### src/design/aicb_defs.vh
// constants for the and-immediate and compare-branch execute block
`ifndef AICB_DEFS_VH
`define AICB_DEFS_VH
`define AICB_OP_ANDHI    6'h2C
`define AICB_OP_ANDLO    6'h0C
`define AICB_OP_BEQ      6'h26
`define AICB_OP_BGE      6'h0E
`define AICB_OP_BGEU     6'h2E
`define AICB_OP_BLT      6'h16
`define AICB_A_HI        31
`define AICB_A_LO        27
`define AICB_B_HI        26
`define AICB_B_LO        22
`define AICB_IMM_HI      21
`define AICB_IMM_LO      6
`define AICB_OPC_HI      5
`define AICB_OPC_LO      0
`define AICB_PC_STEP     32'h00000004
`define AICB_ZERO16      16'h0000
`define AICB_RST_PC      32'h00000000
`define AICB_RST_IDX     5'h00
`define AICB_RST_DATA    32'h00000000
`endif

### src/design/aicb_exec.v
// execute stage for and-immediate and compare-branch instructions
`include "aicb_defs.vh"

module aicb_exec (
	input  wire        core_clk,
	input  wire        sys_rst,
	input  wire        instr_valid,
	input  wire [31:0] instr_word,
	input  wire [31:0] instr_pc,
	input  wire [31:0] first_source_val,
	input  wire [31:0] second_source_val,
	output reg  [4:0]  first_source_reg,
	output reg  [4:0]  second_reg_field,
	output reg         wr_en_q,
	output reg  [4:0]  wr_idx_q,
	output reg  [31:0] wr_data_q,
	output reg         pc_valid_q,
	output reg  [31:0] next_pc_q,
	output reg         branch_taken_q,
	output reg         misalign_exc_q,
	output reg         illegal_q
);
	// timing, as seen from the pipeline around this stage:
	//   edge n   : instruction word, pc and both operand values sampled
	//   edge n+1 : every output below is loaded from a flop
	// pulses (write enable, pc valid, taken, trap, illegal) last one cycle;
	// the data outputs follow the inputs on every edge, valid or not, so a
	// consumer must qualify them with the matching pulse.
	// operand values arrive as ports; the register file sits outside and is
	// addressed with the registered field copies one cycle late, which the
	// surrounding pipeline has to allow for.
	// the swapped-operand branch aliases need no decode here: the assembler
	// has already turned them into one of the four real compares.
	// an unknown opcode is not trapped here; it raises illegal_q and the pc
	// simply steps, leaving the decision to the exception logic upstream.
	// a taken branch to an unaligned target drops pc_valid_q and raises the
	// trap pulse, while next_pc_q still shows the target for the handler.
	// no state is kept between instructions, so back-to-back issue is fine
	//   and a reset in mid-stream clears the pulses and indices and zeroes wr_data_q and next_pc_q.
	// the unsigned less-than branch and other opcodes are decoded elsewhere.
	// all compares are combinational from the ports; the critical path is
	//   operand in, 32-bit compare, next-pc select, flop.
	// widths are fixed: 32-bit data, 5-bit indices, 6-bit opcode.
	// a 16-bit displacement reaches 32 kbytes either side of the next pc.

	wire [5:0]  opc;
	wire [15:0] sixteen_bit_immediate;
	wire [31:0] imm_sext;
	wire [31:0] seq_pc;
	wire [31:0] tgt_pc;
	wire        is_andhi;
	wire        is_andlo;
	wire        is_beq;
	wire        is_bge;
	wire        is_bgeu;
	wire        is_blt;
	wire        is_branch;
	reg         cond;
	wire [31:0] hi_mask;
	wire [31:0] lo_mask;
	wire [31:0] hi_res;
	wire [31:0] lo_res;
	wire        eq_ab;
	wire        ge_signed;
	wire        ge_unsigned;
	wire        lt_signed;
	wire        is_and;
	wire        known_op;
	wire        take_br;
	wire        trap_d;
	wire [4:0]  idx_a;
	wire [4:0]  idx_b;
	genvar      k;

	// taken branch whose target is off a word boundary; and ops never get here
	function misalign_cond;
		input        br;
		input        c;
		input [31:0] t;
		begin
			misalign_cond = br & c & (t[1:0] != 2'b00);
		end
	endfunction

	// field split of the instruction word
	assign opc                   = instr_word[`AICB_OPC_HI:`AICB_OPC_LO];
	assign sixteen_bit_immediate = instr_word[`AICB_IMM_HI:`AICB_IMM_LO];
	assign is_andhi              = (opc == `AICB_OP_ANDHI);
	assign is_andlo              = (opc == `AICB_OP_ANDLO);
	assign is_beq                = (opc == `AICB_OP_BEQ);
	assign is_bge                = (opc == `AICB_OP_BGE);
	assign is_bgeu               = (opc == `AICB_OP_BGEU);
	assign is_blt                = (opc == `AICB_OP_BLT);
	assign is_branch             = is_beq | is_bge | is_bgeu | is_blt;
	assign is_and                = is_andhi | is_andlo;
	assign known_op              = is_branch | is_and;
	assign idx_a                 = instr_word[`AICB_A_HI:`AICB_A_LO];
	assign idx_b                 = instr_word[`AICB_B_HI:`AICB_B_LO];

	// immediate masks built bit by bit; the half not covered stays zero
	generate
		for (k = 0; k < 32; k = k + 1) begin : g_mask
			if (k >= 16) begin : g_hi
				assign hi_mask[k] = sixteen_bit_immediate[k-16];
				assign lo_mask[k] = 1'b0;
			end else begin : g_lo
				assign hi_mask[k] = 1'b0;
				assign lo_mask[k] = sixteen_bit_immediate[k];
			end
		end
	endgenerate

	// both and results are formed every cycle; the opcode picks one
	assign hi_res = first_source_val & hi_mask;
	assign lo_res = first_source_val & lo_mask;

	// all four compares run in parallel; cheaper to route than a shared mux
	assign eq_ab       = (first_source_val == second_source_val);
	assign ge_signed   = ($signed(first_source_val) >= $signed(second_source_val));
	assign ge_unsigned = (first_source_val >= second_source_val);
	assign lt_signed   = ~ge_signed;

	// displacement counts from the following instruction
	assign imm_sext = {{16{sixteen_bit_immediate[15]}}, sixteen_bit_immediate};
	assign seq_pc   = instr_pc + `AICB_PC_STEP;
	assign tgt_pc   = seq_pc + imm_sext;

	// branch condition; aliases arrive already swapped, so no extra compares
	always @* begin
		cond = 1'b0;
		case (opc)
			`AICB_OP_BEQ: begin
				cond = eq_ab;
			end
			`AICB_OP_BGE: begin
				cond = ge_signed;
			end
			`AICB_OP_BGEU: begin
				cond = ge_unsigned;
			end
			`AICB_OP_BLT: begin
				cond = lt_signed;
			end
			default:       cond = 1'b0;
		endcase
	end

	// register-file read indices, registered so the port comes from a flop
	always @(posedge core_clk) begin
		if (sys_rst) begin
			first_source_reg <= 5'h00;
			second_reg_field <= 5'h00;
		end else begin
			first_source_reg <= instr_word[`AICB_A_HI:`AICB_A_LO];
			second_reg_field <= instr_word[`AICB_B_HI:`AICB_B_LO];
		end
	end

	// outcome of a valid branch; trap_d feeds the pc and flag processes, take_br only the flags
	assign take_br = instr_valid & is_branch & cond;
	assign trap_d  = instr_valid & misalign_cond(is_branch, cond, tgt_pc);

	// write-back port: enable pulses only for the two and forms
	always @(posedge core_clk) begin
		if (sys_rst) begin
			wr_en_q  <= 1'b0;
			wr_idx_q <= `AICB_RST_IDX;
		end else begin
			wr_en_q  <= instr_valid & is_and;
			wr_idx_q <= idx_b;
		end
	end

	// result word; follows the instruction every cycle, qualified by wr_en_q
	always @(posedge core_clk) begin
		if (sys_rst) begin
			wr_data_q <= `AICB_RST_DATA;
		end else begin
			if (is_andhi) begin
				wr_data_q <= hi_res;
			end else begin
				wr_data_q <= lo_res;
			end
		end
	end

	// next program counter; a trapped target is still shown for the handler
	always @(posedge core_clk) begin
		if (sys_rst) begin
			pc_valid_q <= 1'b0;
			next_pc_q  <= `AICB_RST_PC;
		end else begin
			pc_valid_q <= instr_valid & ~trap_d;
			if (is_branch & cond) begin
				next_pc_q <= tgt_pc;
			end else begin
				next_pc_q <= seq_pc;
			end
		end
	end

	// status pulses, each one cycle after the instruction edge
	always @(posedge core_clk) begin
		if (sys_rst) begin
			branch_taken_q <= 1'b0;
			misalign_exc_q <= 1'b0;
			illegal_q      <= 1'b0;
		end else begin
			branch_taken_q <= take_br;
			misalign_exc_q <= trap_d;
			illegal_q      <= instr_valid & ~known_op; // unknown opcode: pc still steps
		end
	end
endmodule // aicb_exec

### config.mk
export PLATFORM = sky130hd
export DESIGN_NAME = aicb_exec
export DESIGN_NICKNAME = d
export VERILOG_FILES = /design/src/design/aicb_exec.v
export VERILOG_INCLUDE_DIRS = /design/src /design/src/design
export SDC_FILE = /design/constraint.sdc
export NUM_CORES = 1
export LEC_CHECK = 0
export CAP_MARGIN = 0
export CORE_MARGIN = 8
export CORE_UTILIZATION = 56
export DETAILED_ROUTE_END_ITERATION = 8
export DONT_BUFFER_PORTS = 1
export GPL_ROUTABILITY_DRIVEN = 1
export GPL_TIMING_DRIVEN = 0
export MAX_ROUTING_LAYER = met4
export PLACE_DENSITY = 0.71
export SYNTH_ARGS = -nofsm -noshare
export SYNTH_HDL_FRONTEND = slang
export SYNTH_SLANG_ARGS = --single-unit
### constraint.sdc
create_clock -name core_clk -period 3.5 [get_ports core_clk]
set_clock_uncertainty 0.1 [all_clocks]
set_input_delay 0.175 -clock core_clk [delete_from_list [all_inputs] [get_ports core_clk]]
set_output_delay 0.175 -clock core_clk [all_outputs]
set_load 0.005 [all_outputs]
# After elaboration in Yosys (flattened, before gate mapping)

Index checks and enable logic that the tools add are counted.

Output and inout bits: 84
Logic and storage cells: 42
Register bits after elaboration: 79

Equality and inequality tests: 7
Bitwise operators: 18
Reduce and logical (&&, ||, !) cells: 1
Magnitude comparators: 2
Add/sub/neg operators: 2
Muxes and demuxes: 3

Operator list:

| operator                | count |
|---|---|
| $ge A32 B32 Y1          | 2 |
| $mux W32                | 2 |
| $add A32 B3 Y32 const B | 1 |
| $add A32 B32 Y32        | 1 |
| $and A32 B16 Y32        | 1 |
| $and A32 B32 Y32        | 1 |
| $eq A32 B32 Y1          | 1 |
| $eq A6 B6 Y1 const B    | 3 |
| $eq A6 B4 Y1 const B    | 2 |
| $and A1 B1 Y1           | 8 |
| $eq A6 B5 Y1 const B    | 1 |
| $or A1 B1 Y1            | 5 |
| $pmux W1 S4             | 1 |
| $not A1 Y1              | 3 |
| $reduce_bool A2 Y1      | 1 |

# Depth between registers and ports, before layout

Gate-level depths: netlist of run 1.

Depth after elaboration: 9
Depth in mapped cells: 16
Gate-level depth less buffers: 16

# Least setup slack after synthesis of run 1

Ideal clock, no wire load.

Path kind: input to register
Start point: in instr_pc[5]
End point: reg next_pc_q[31]
Path slack: 0.455 ns
Stages: 15
Data arrival time: 2.815 ns
Setup time: 0.131 ns
Cell sequence: nand3_1 nor2_1 nand2_1 nor2_1 xor2_1 ha_1 nand4_1 a211o_1 a211o_1 a21oi_1 o21ai_1 a31oi_1 a211oi_1 nor4_1 nor3b_2

Longest elaborated chain between the ends: 3

Ends and longest elaborated chain:

| item                          | line            | source |
|---|---|---|
| from (decl)                   | aicb_exec.v:9   | `input wire [31:0] instr_pc,` |
| $add A32 B3 Y32 (no line) (*) | -               |  |
| $add A32 B32 Y32              | aicb_exec.v:126 | `assign tgt_pc = seq_pc + imm_sext;` |
| $mux W32 (*)                  | aicb_exec.v:194 | `if (is_branch & cond) begin` |
| to (signal assigned)          | aicb_exec.v:191 | `` next_pc_q <= `AICB_RST_PC; `` |
| to (signal assigned)          | aicb_exec.v:195 | `next_pc_q <= tgt_pc;` |
| to (signal assigned)          | aicb_exec.v:197 | `next_pc_q <= seq_pc;` |
| to (decl)                     | aicb_exec.v:18  | `output reg [31:0] next_pc_q,` |

Mark *: on every way between the ends. The rest lies on a longest branch, timed or not.
A chain may end at the register's enable or synchronous reset.

# Worst setup path in the final report of run 1

Same ends and word-level chain as after synthesis.

==> reports/qor.txt, run 1 <==
Horizontal die dimension -> 114 um
Max Fclk -> 305 MHz
Register bit total from synthesis -> 79
Sequential fraction of the synthesis area -> 0.292
Placed wire-length estimate after detailed placement -> 13,600 um
Number of standard cells in the layout, taps in and fillers out -> 909
Crit path time final -> 3.28 ns
Number of antenna violations at the first check in global routing -> 0
Setup-failing EPs final -> 0
Post-route cell area -> 6770 um2
Worst slack at placement -> -0.215 ns
Final total power -> 2.23 mW
Number of setup buffers added after CTS -> 0
Run status -> finished, final reports clean
Max cap viols -> 0
Antenna cells -> 0
Final-report hold violation count -> 0
Number of buffers created by CTS -> 9
Total buffers and inverters traversed by the critical path -> 0
Async set or reset register ratio after synthesis -> 0
Total track usage -> 0.285
Level count of the clock H-tree -> 3
Leakage dissipation -> 3.14 nW
Slack of the critical path -> 0.220 ns
Number of detailed-routing iterations run before antenna repair -> 5
Via count -> 5,492
Clock slew seen by the registers of the worst setup and hold paths -> 0.09 ns
Last weighted congestion value of the routability-driven placer -> 0.886
Total cell area at the placement stage -> 5580 um2
CTS sink cnt -> 79
Avg Synthesized Cell Area -> 8.18 um2
Wire length reported by the detailed router -> 18,700 um
Cell chain of the critical path -> nand3_1 > nor2_2 > nand2_1 > nor2_1 > xor2_1 > ha_1 > nand4_1 > a211o_1 > a211o_1 > a21oi_1 > o21ai_1 > a31oi_1 > o2111a_1 > o31ai_1 > nor3b_2
Synth warnings -> 0
Post-placement cell count -> 795
Root Buffer Master -> clkbuf_8
Initial standard-cell utilization of the core -> 0.565
Relative slew slack -> 0.572
Power density normalized to cell area -> 330 nW/um2
Biggest regs -> next_pc_q x32, wr_data_q x32
Total standard cell area after synthesis -> 5420 um2
Tcrit/Tclk final -> 0.937
Syn Nets -> 858
Worst hold path class -> in2reg
Fin Hold WS -> 0.00634 ns
Number of global-route vias before repair -> 5,537
Global route overflow -> 0
Number of nets in the layout -> 967
Crit path arrival time -> 3.42 ns
DRC violation total after the first TritonRoute iteration -> 449
Actual transition at the worst max-transition pin -> 0.640 ns
Synth cell types -> 63
IO Count -> 215
Clock buffer depth -> 2
Die Area -> 13,100 um2
Number of vias per cell -> 6.04
Max-slew violation count -> 0
Count of buffers inserted at the top-level ports -> 0
Number of flops mapped to enable cells by yosys -> 0
Utilization after layout -> 0.706
Global-route wire length before repair -> 28,300 um
IR Drop Worst-Case VDD -> 0.198 mV
Core outline area -> 9590 um2
Biggest area contributors in the synthesized netlist -> dfxtp_1 (29%), ha_1 (15%), a21oi_1 (5.4%)
CTS tree -> done
Maximum number of pins on one net before global-route repair -> 19
Routed len/inst -> 20.6 um
DRC violations left -> 0
Worst path required time -> 3.64 ns
Fraction of layout cells with a size suffix above 1 -> 0.0606
Largest area contributor in the netlist -> dfxtp_1
Standard-cell row count -> 36
Library cell with the highest instance count after synthesis -> dfxtp_1
Slowest stage cell on the critical path -> ha_1
Setup Total Neg Slack -> 0 ns
Startpoint type of the worst setup path -> input pin
ANT nets after route -> 0
Endpoint class of the critical path -> flop
Type of the worst setup path -> in2reg
Post-synthesis to final-layout area growth -> 25.0%
Commonest cells post-synth -> dfxtp_1 (79), nand2_1 (75), ha_1 (64)
Delay of the slowest cell on the worst path -> 0.39 ns
Syn Inst Count -> 662
Top cell by count, worst path -> a211o_1
Chip height -> 114 um
Area share of the largest cell type after synthesis -> 0.292
Synth Flop Type -> dfxtp_1
Critical-path maximum fanout -> 5
Crit-path leading delay family -> compound AO/OA/AOI/OAI gates
-- worst paths after layout --
| path | start | endpoint | slack, ns | cells after the start |
|---|---|---|---|---|
| hold / removal | instr_pc[24] | next_pc_q[25] | 0.006 | 4 |
| setup / recovery | instr_pc[5] | next_pc_q[31] | 0.22 | 15 |
-- power by group --
part,internal (mW),switching [mW],total (mW)
sequential,0.938,0.0260,0.964
clock,0.271,0.405,0.676
combinational,0.279,0.311,0.591
-- placed cells by master, fill, tap and decap left out, types with 4 or more instances in the layout --
cell,count
xnor2_1,29
a211o_1,5
and4_1,4
or3_1,6
nor2b_1,15
o21a_1,9
nor2_1,38
a21boi_0,5
nand2b_1,6
a21o_1,12
nand2_1,75
dfxtp_1,79
buf_4,6
a31oi_1,5
nor4_1,5
o21ai_0,24
nand4_1,12
nand3_1,29
clkbuf_8,9
inv_1,40
a211oi_1,5
xor2_1,15
nor3_1,9
o211ai_1,6
ha_1,64
and3_1,36
dlygate4sd3_1,98
clkbuf_1,8
a21oi_1,58
-- cell families after synthesis --
| family | synth area share |
|---|---|
| AO/OA/AOI/OAI | 0.183 |
| buffers and inverters | 0.0464 |
| flip-flops | 0.292 |
| multiplexers | 0.00647 |
| XOR/XNOR | 0.0711 |
| AND/OR/NAND/NOR | 0.249 |
| adder cells (fa/ha/maj) | 0.152 |
-- metal layers --
layer  part of all wire  up-vias  GRT usage  wire, um
li1                   -     2581          -         -
met1               0.37     2572      0.294      7000
met2               0.50      284      0.503      9430
met3              0.085       55     0.0654      1590
met4              0.036        0      0.137       671
met5                  0        -          -         0
-- repair_timing --
| action | in CTS | in global routing |
|---|---|---|
| resized for setup | 0 | 4 |
| setup endpoints to repair | 0 | 1 |
| endpoints found under the hold margin | 74 | 0 |
| hold buffers | 98 | 0 |
-- final cells by class --
cell class / count / area [um2]
multi-input cells: 525 / 3600
fillers: 744 / 2820
flip-flops and latches: 79 / 1580
repair buffers: 98 / 981
well taps: 133 / 166
inverters: 40 / 150
clock buffers: 9 / 124
plain buffers: 18 / 101
clock inverters: 7 / 61.3
Note: power is estimated with default switching activity, not from simulation.
==> run 2: changes to the inputs <==
--- a/config.mk
+++ b/config.mk
@@ -12,7 +12,7 @@
 export DETAILED_ROUTE_END_ITERATION = 8
 export DONT_BUFFER_PORTS = 1
 export GPL_ROUTABILITY_DRIVEN = 1
-export GPL_TIMING_DRIVEN = 0
+export GPL_TIMING_DRIVEN = 1
 export MAX_ROUTING_LAYER = met4
 export PLACE_DENSITY = 0.71
 export SYNTH_ARGS = -nofsm -noshare
==> run 2 against run 1 <==
Effect of this change: clock-buffer cell count unchanged; hold slack improved by 0.0077 ns; first-iteration DRC count grew 12%; via count grew 0.66%; design area rose by 3.3%; global-route usage is 1.1 points higher; critical path depth is 2 lower; die area is the same; clock power up 18%; sequential power about the same; non-clock buffer count up 2; critical path type unchanged; critical endpoint is now next_pc_q[28]; largest cell class unchanged.
==> reports/qor.txt, run 2 (same netlist as run 1, synthesis figures left out) <==
Total cell area at the placement stage -> 5560 um2
Max-slew violation count -> 0
Most frequent cells in the layout -> dlygate4sd3_1 (107), dfxtp_1 (79), nand2_1 (75)
Number of buffers created by CTS -> 9
Number of global-route vias before repair -> 5,587
DRC violation total after the first TritonRoute iteration -> 504
Post-synthesis to final-layout area growth -> 29.1%
Number of detailed-routing iterations run before antenna repair -> 5
Number of antenna violations at the first check in global routing -> 1
Placed wire-length estimate after detailed placement -> 13,400 um
Timing endpoint of the critical path -> next_pc_q[28]
Max Fclk -> 290 MHz
Routed len/inst -> 21.3 um
Relative slew slack -> 0.157
Final-report hold violation count -> 0
CTS tree -> done
Setup-failing EPs final -> 0
Chip height -> 114 um
Crit path arrival time -> 3.60 ns
Leakage dissipation -> 3.24 nW
Max cap viols -> 0
Last weighted congestion value of the routability-driven placer -> 0.858
Wire length reported by the detailed router -> 19,400 um
Fraction of layout cells with a size suffix above 1 -> 0.0771
Biggest regs -> next_pc_q x32, wr_data_q x32
Tcrit/Tclk final -> 0.985
Worst hold path class -> in2reg
Worst path required time -> 3.65 ns
Startpoint type of the worst setup path -> input pin
Number of filler instances in the final layout -> 719
Most frequent standard cell in the layout excluding fill and tap cells -> dlygate4sd3_1
Level count of the clock H-tree -> 3
Die Area -> 13,100 um2
Standard-cell row count -> 36
Run status -> finished, final reports clean
CTS sink cnt -> 79
Initial standard-cell utilization of the core -> 0.565
Core outline area -> 9590 um2
Power density normalized to cell area -> 340 nW/um2
Setup Total Neg Slack -> 0 ns
Maximum number of pins on one net before global-route repair -> 43
Crit path time final -> 3.45 ns
Root Buffer Master -> clkbuf_8
Post-route cell area -> 6990 um2
Clock slew seen by the registers of the worst setup and hold paths -> 0.09 ns
Count of buffers inserted at the top-level ports -> 0
Via count -> 5,528
ANT nets after route -> 0
Total track usage -> 0.295
IR Drop Worst-Case VDD -> 0.214 mV
Number of nets in the layout -> 969
Global-route wire length before repair -> 29,300 um
IO Count -> 215
Unrepaired setup endpoints after global routing -> true
Number of vias per cell -> 6.06
Critical-path maximum fanout -> 5
Endpoint class of the critical path -> flop
DRC violations left -> 0
Type of the worst setup path -> in2reg
Source of the critical timing path -> instr_pc[5]
Actual transition at the worst max-transition pin -> 1.26 ns
Global route overflow -> 0
Clock buffer depth -> 2
Horizontal die dimension -> 114 um
[run 2: cell count changes in the layout (fill, tap and decap cells not counted), moves of 3 or more]
cell	delta
buf_2	-3
buf_4	+3
clkbuf_1	-8
dlygate4sd3_1	+9
ha_1	-3
o21ai_0	-3
o21ai_1	+3
[run 2: metal layers]
layer	vias up	part of all wire	track usage
met1	2572	0.37	0.298
met5	-	0	-
met2	295	0.50	0.511
li1	2589	-	-
met4	0	0.042	0.152
met3	72	0.091	0.0876
[run 2: worst min-delay path by stage]
stage | startpoint | endpoint | slack, ns | depth (start not counted)
2_1_floorplan | instr_word[1] | wr_en_q | 0.15 | 1
3_3_place_gp | sys_rst | next_pc_q[28] | 0.15 | 1
3_5_place_dp | sys_rst | next_pc_q[29] | 0.15 | 1
4_1_cts | instr_pc[21] | next_pc_q[22] | 0.007 | 4
5_1_grt | instr_pc[8] | next_pc_q[8] | 0.02 | 3
6_report | instr_pc[10] | next_pc_q[11] | 0.01 | 4
[run 2: report_power, final]
| group | internal, mW | switching (mW) |
|---|---|---|
| Sequential | 0.938 | 0.0278 |
| Clock | 0.410 | 0.388 |
| Combinational | 0.296 | 0.320 |
| Total | 1.65 | 0.736 |
[run 2: worst max-delay path: stages]
cell,delay (ns)
dlygate4sd3_1,0.55
xnor2_1,0.33
ha_1,0.37
nand3_1,0.12
a21oi_1,0.07
nor2_2,0.19
a21oi_2,0.11
or2_1,0.29
a2111o_1,0.43
a21o_2,0.21
nand3_1,0.08
a21oi_1,0.07
dlygate4sd3_1,0.58
[run 2: cell type report]
cell class	count	area, um2	share of cell area
multi-input combinational	525	3690	0.527
clock buffer	9	124	0.0177
inverter	40	150	0.0215
antenna	1	2.50	0.000358
sequential	79	1580	0.226
clock inverter	7	104	0.0148
timing repair buffer	118	1180	0.169
tap	133	166	0.0238
[run 2: timing repair]
action / 4_1_cts / 5_1_grt
endpoints found under the setup margin: 0 / 2
buffers inserted: 0 / 2
resized for setup: 0 / 20
endpoints found under the hold margin: 79 / 0
hold buffers: 108 / 0
[run 2: per-stage QoR]
stage	total power [mW]	util	std cells	setup slack, ns	hold WS [ns]
3_3_place_gp	1.45	0.579	785	0.153	0.151
5_1_grt	2.50	0.729	912	-0.0180	0.0179
3_5_place_dp	1.46	0.579	785	0.0392	0.151
2_1_floorplan	1.37	-	662	0.455	0.154
4_1_cts	2.35	0.716	909	0.0441	0.00711
6_report	2.38	0.729	912	0.0531	0.0140
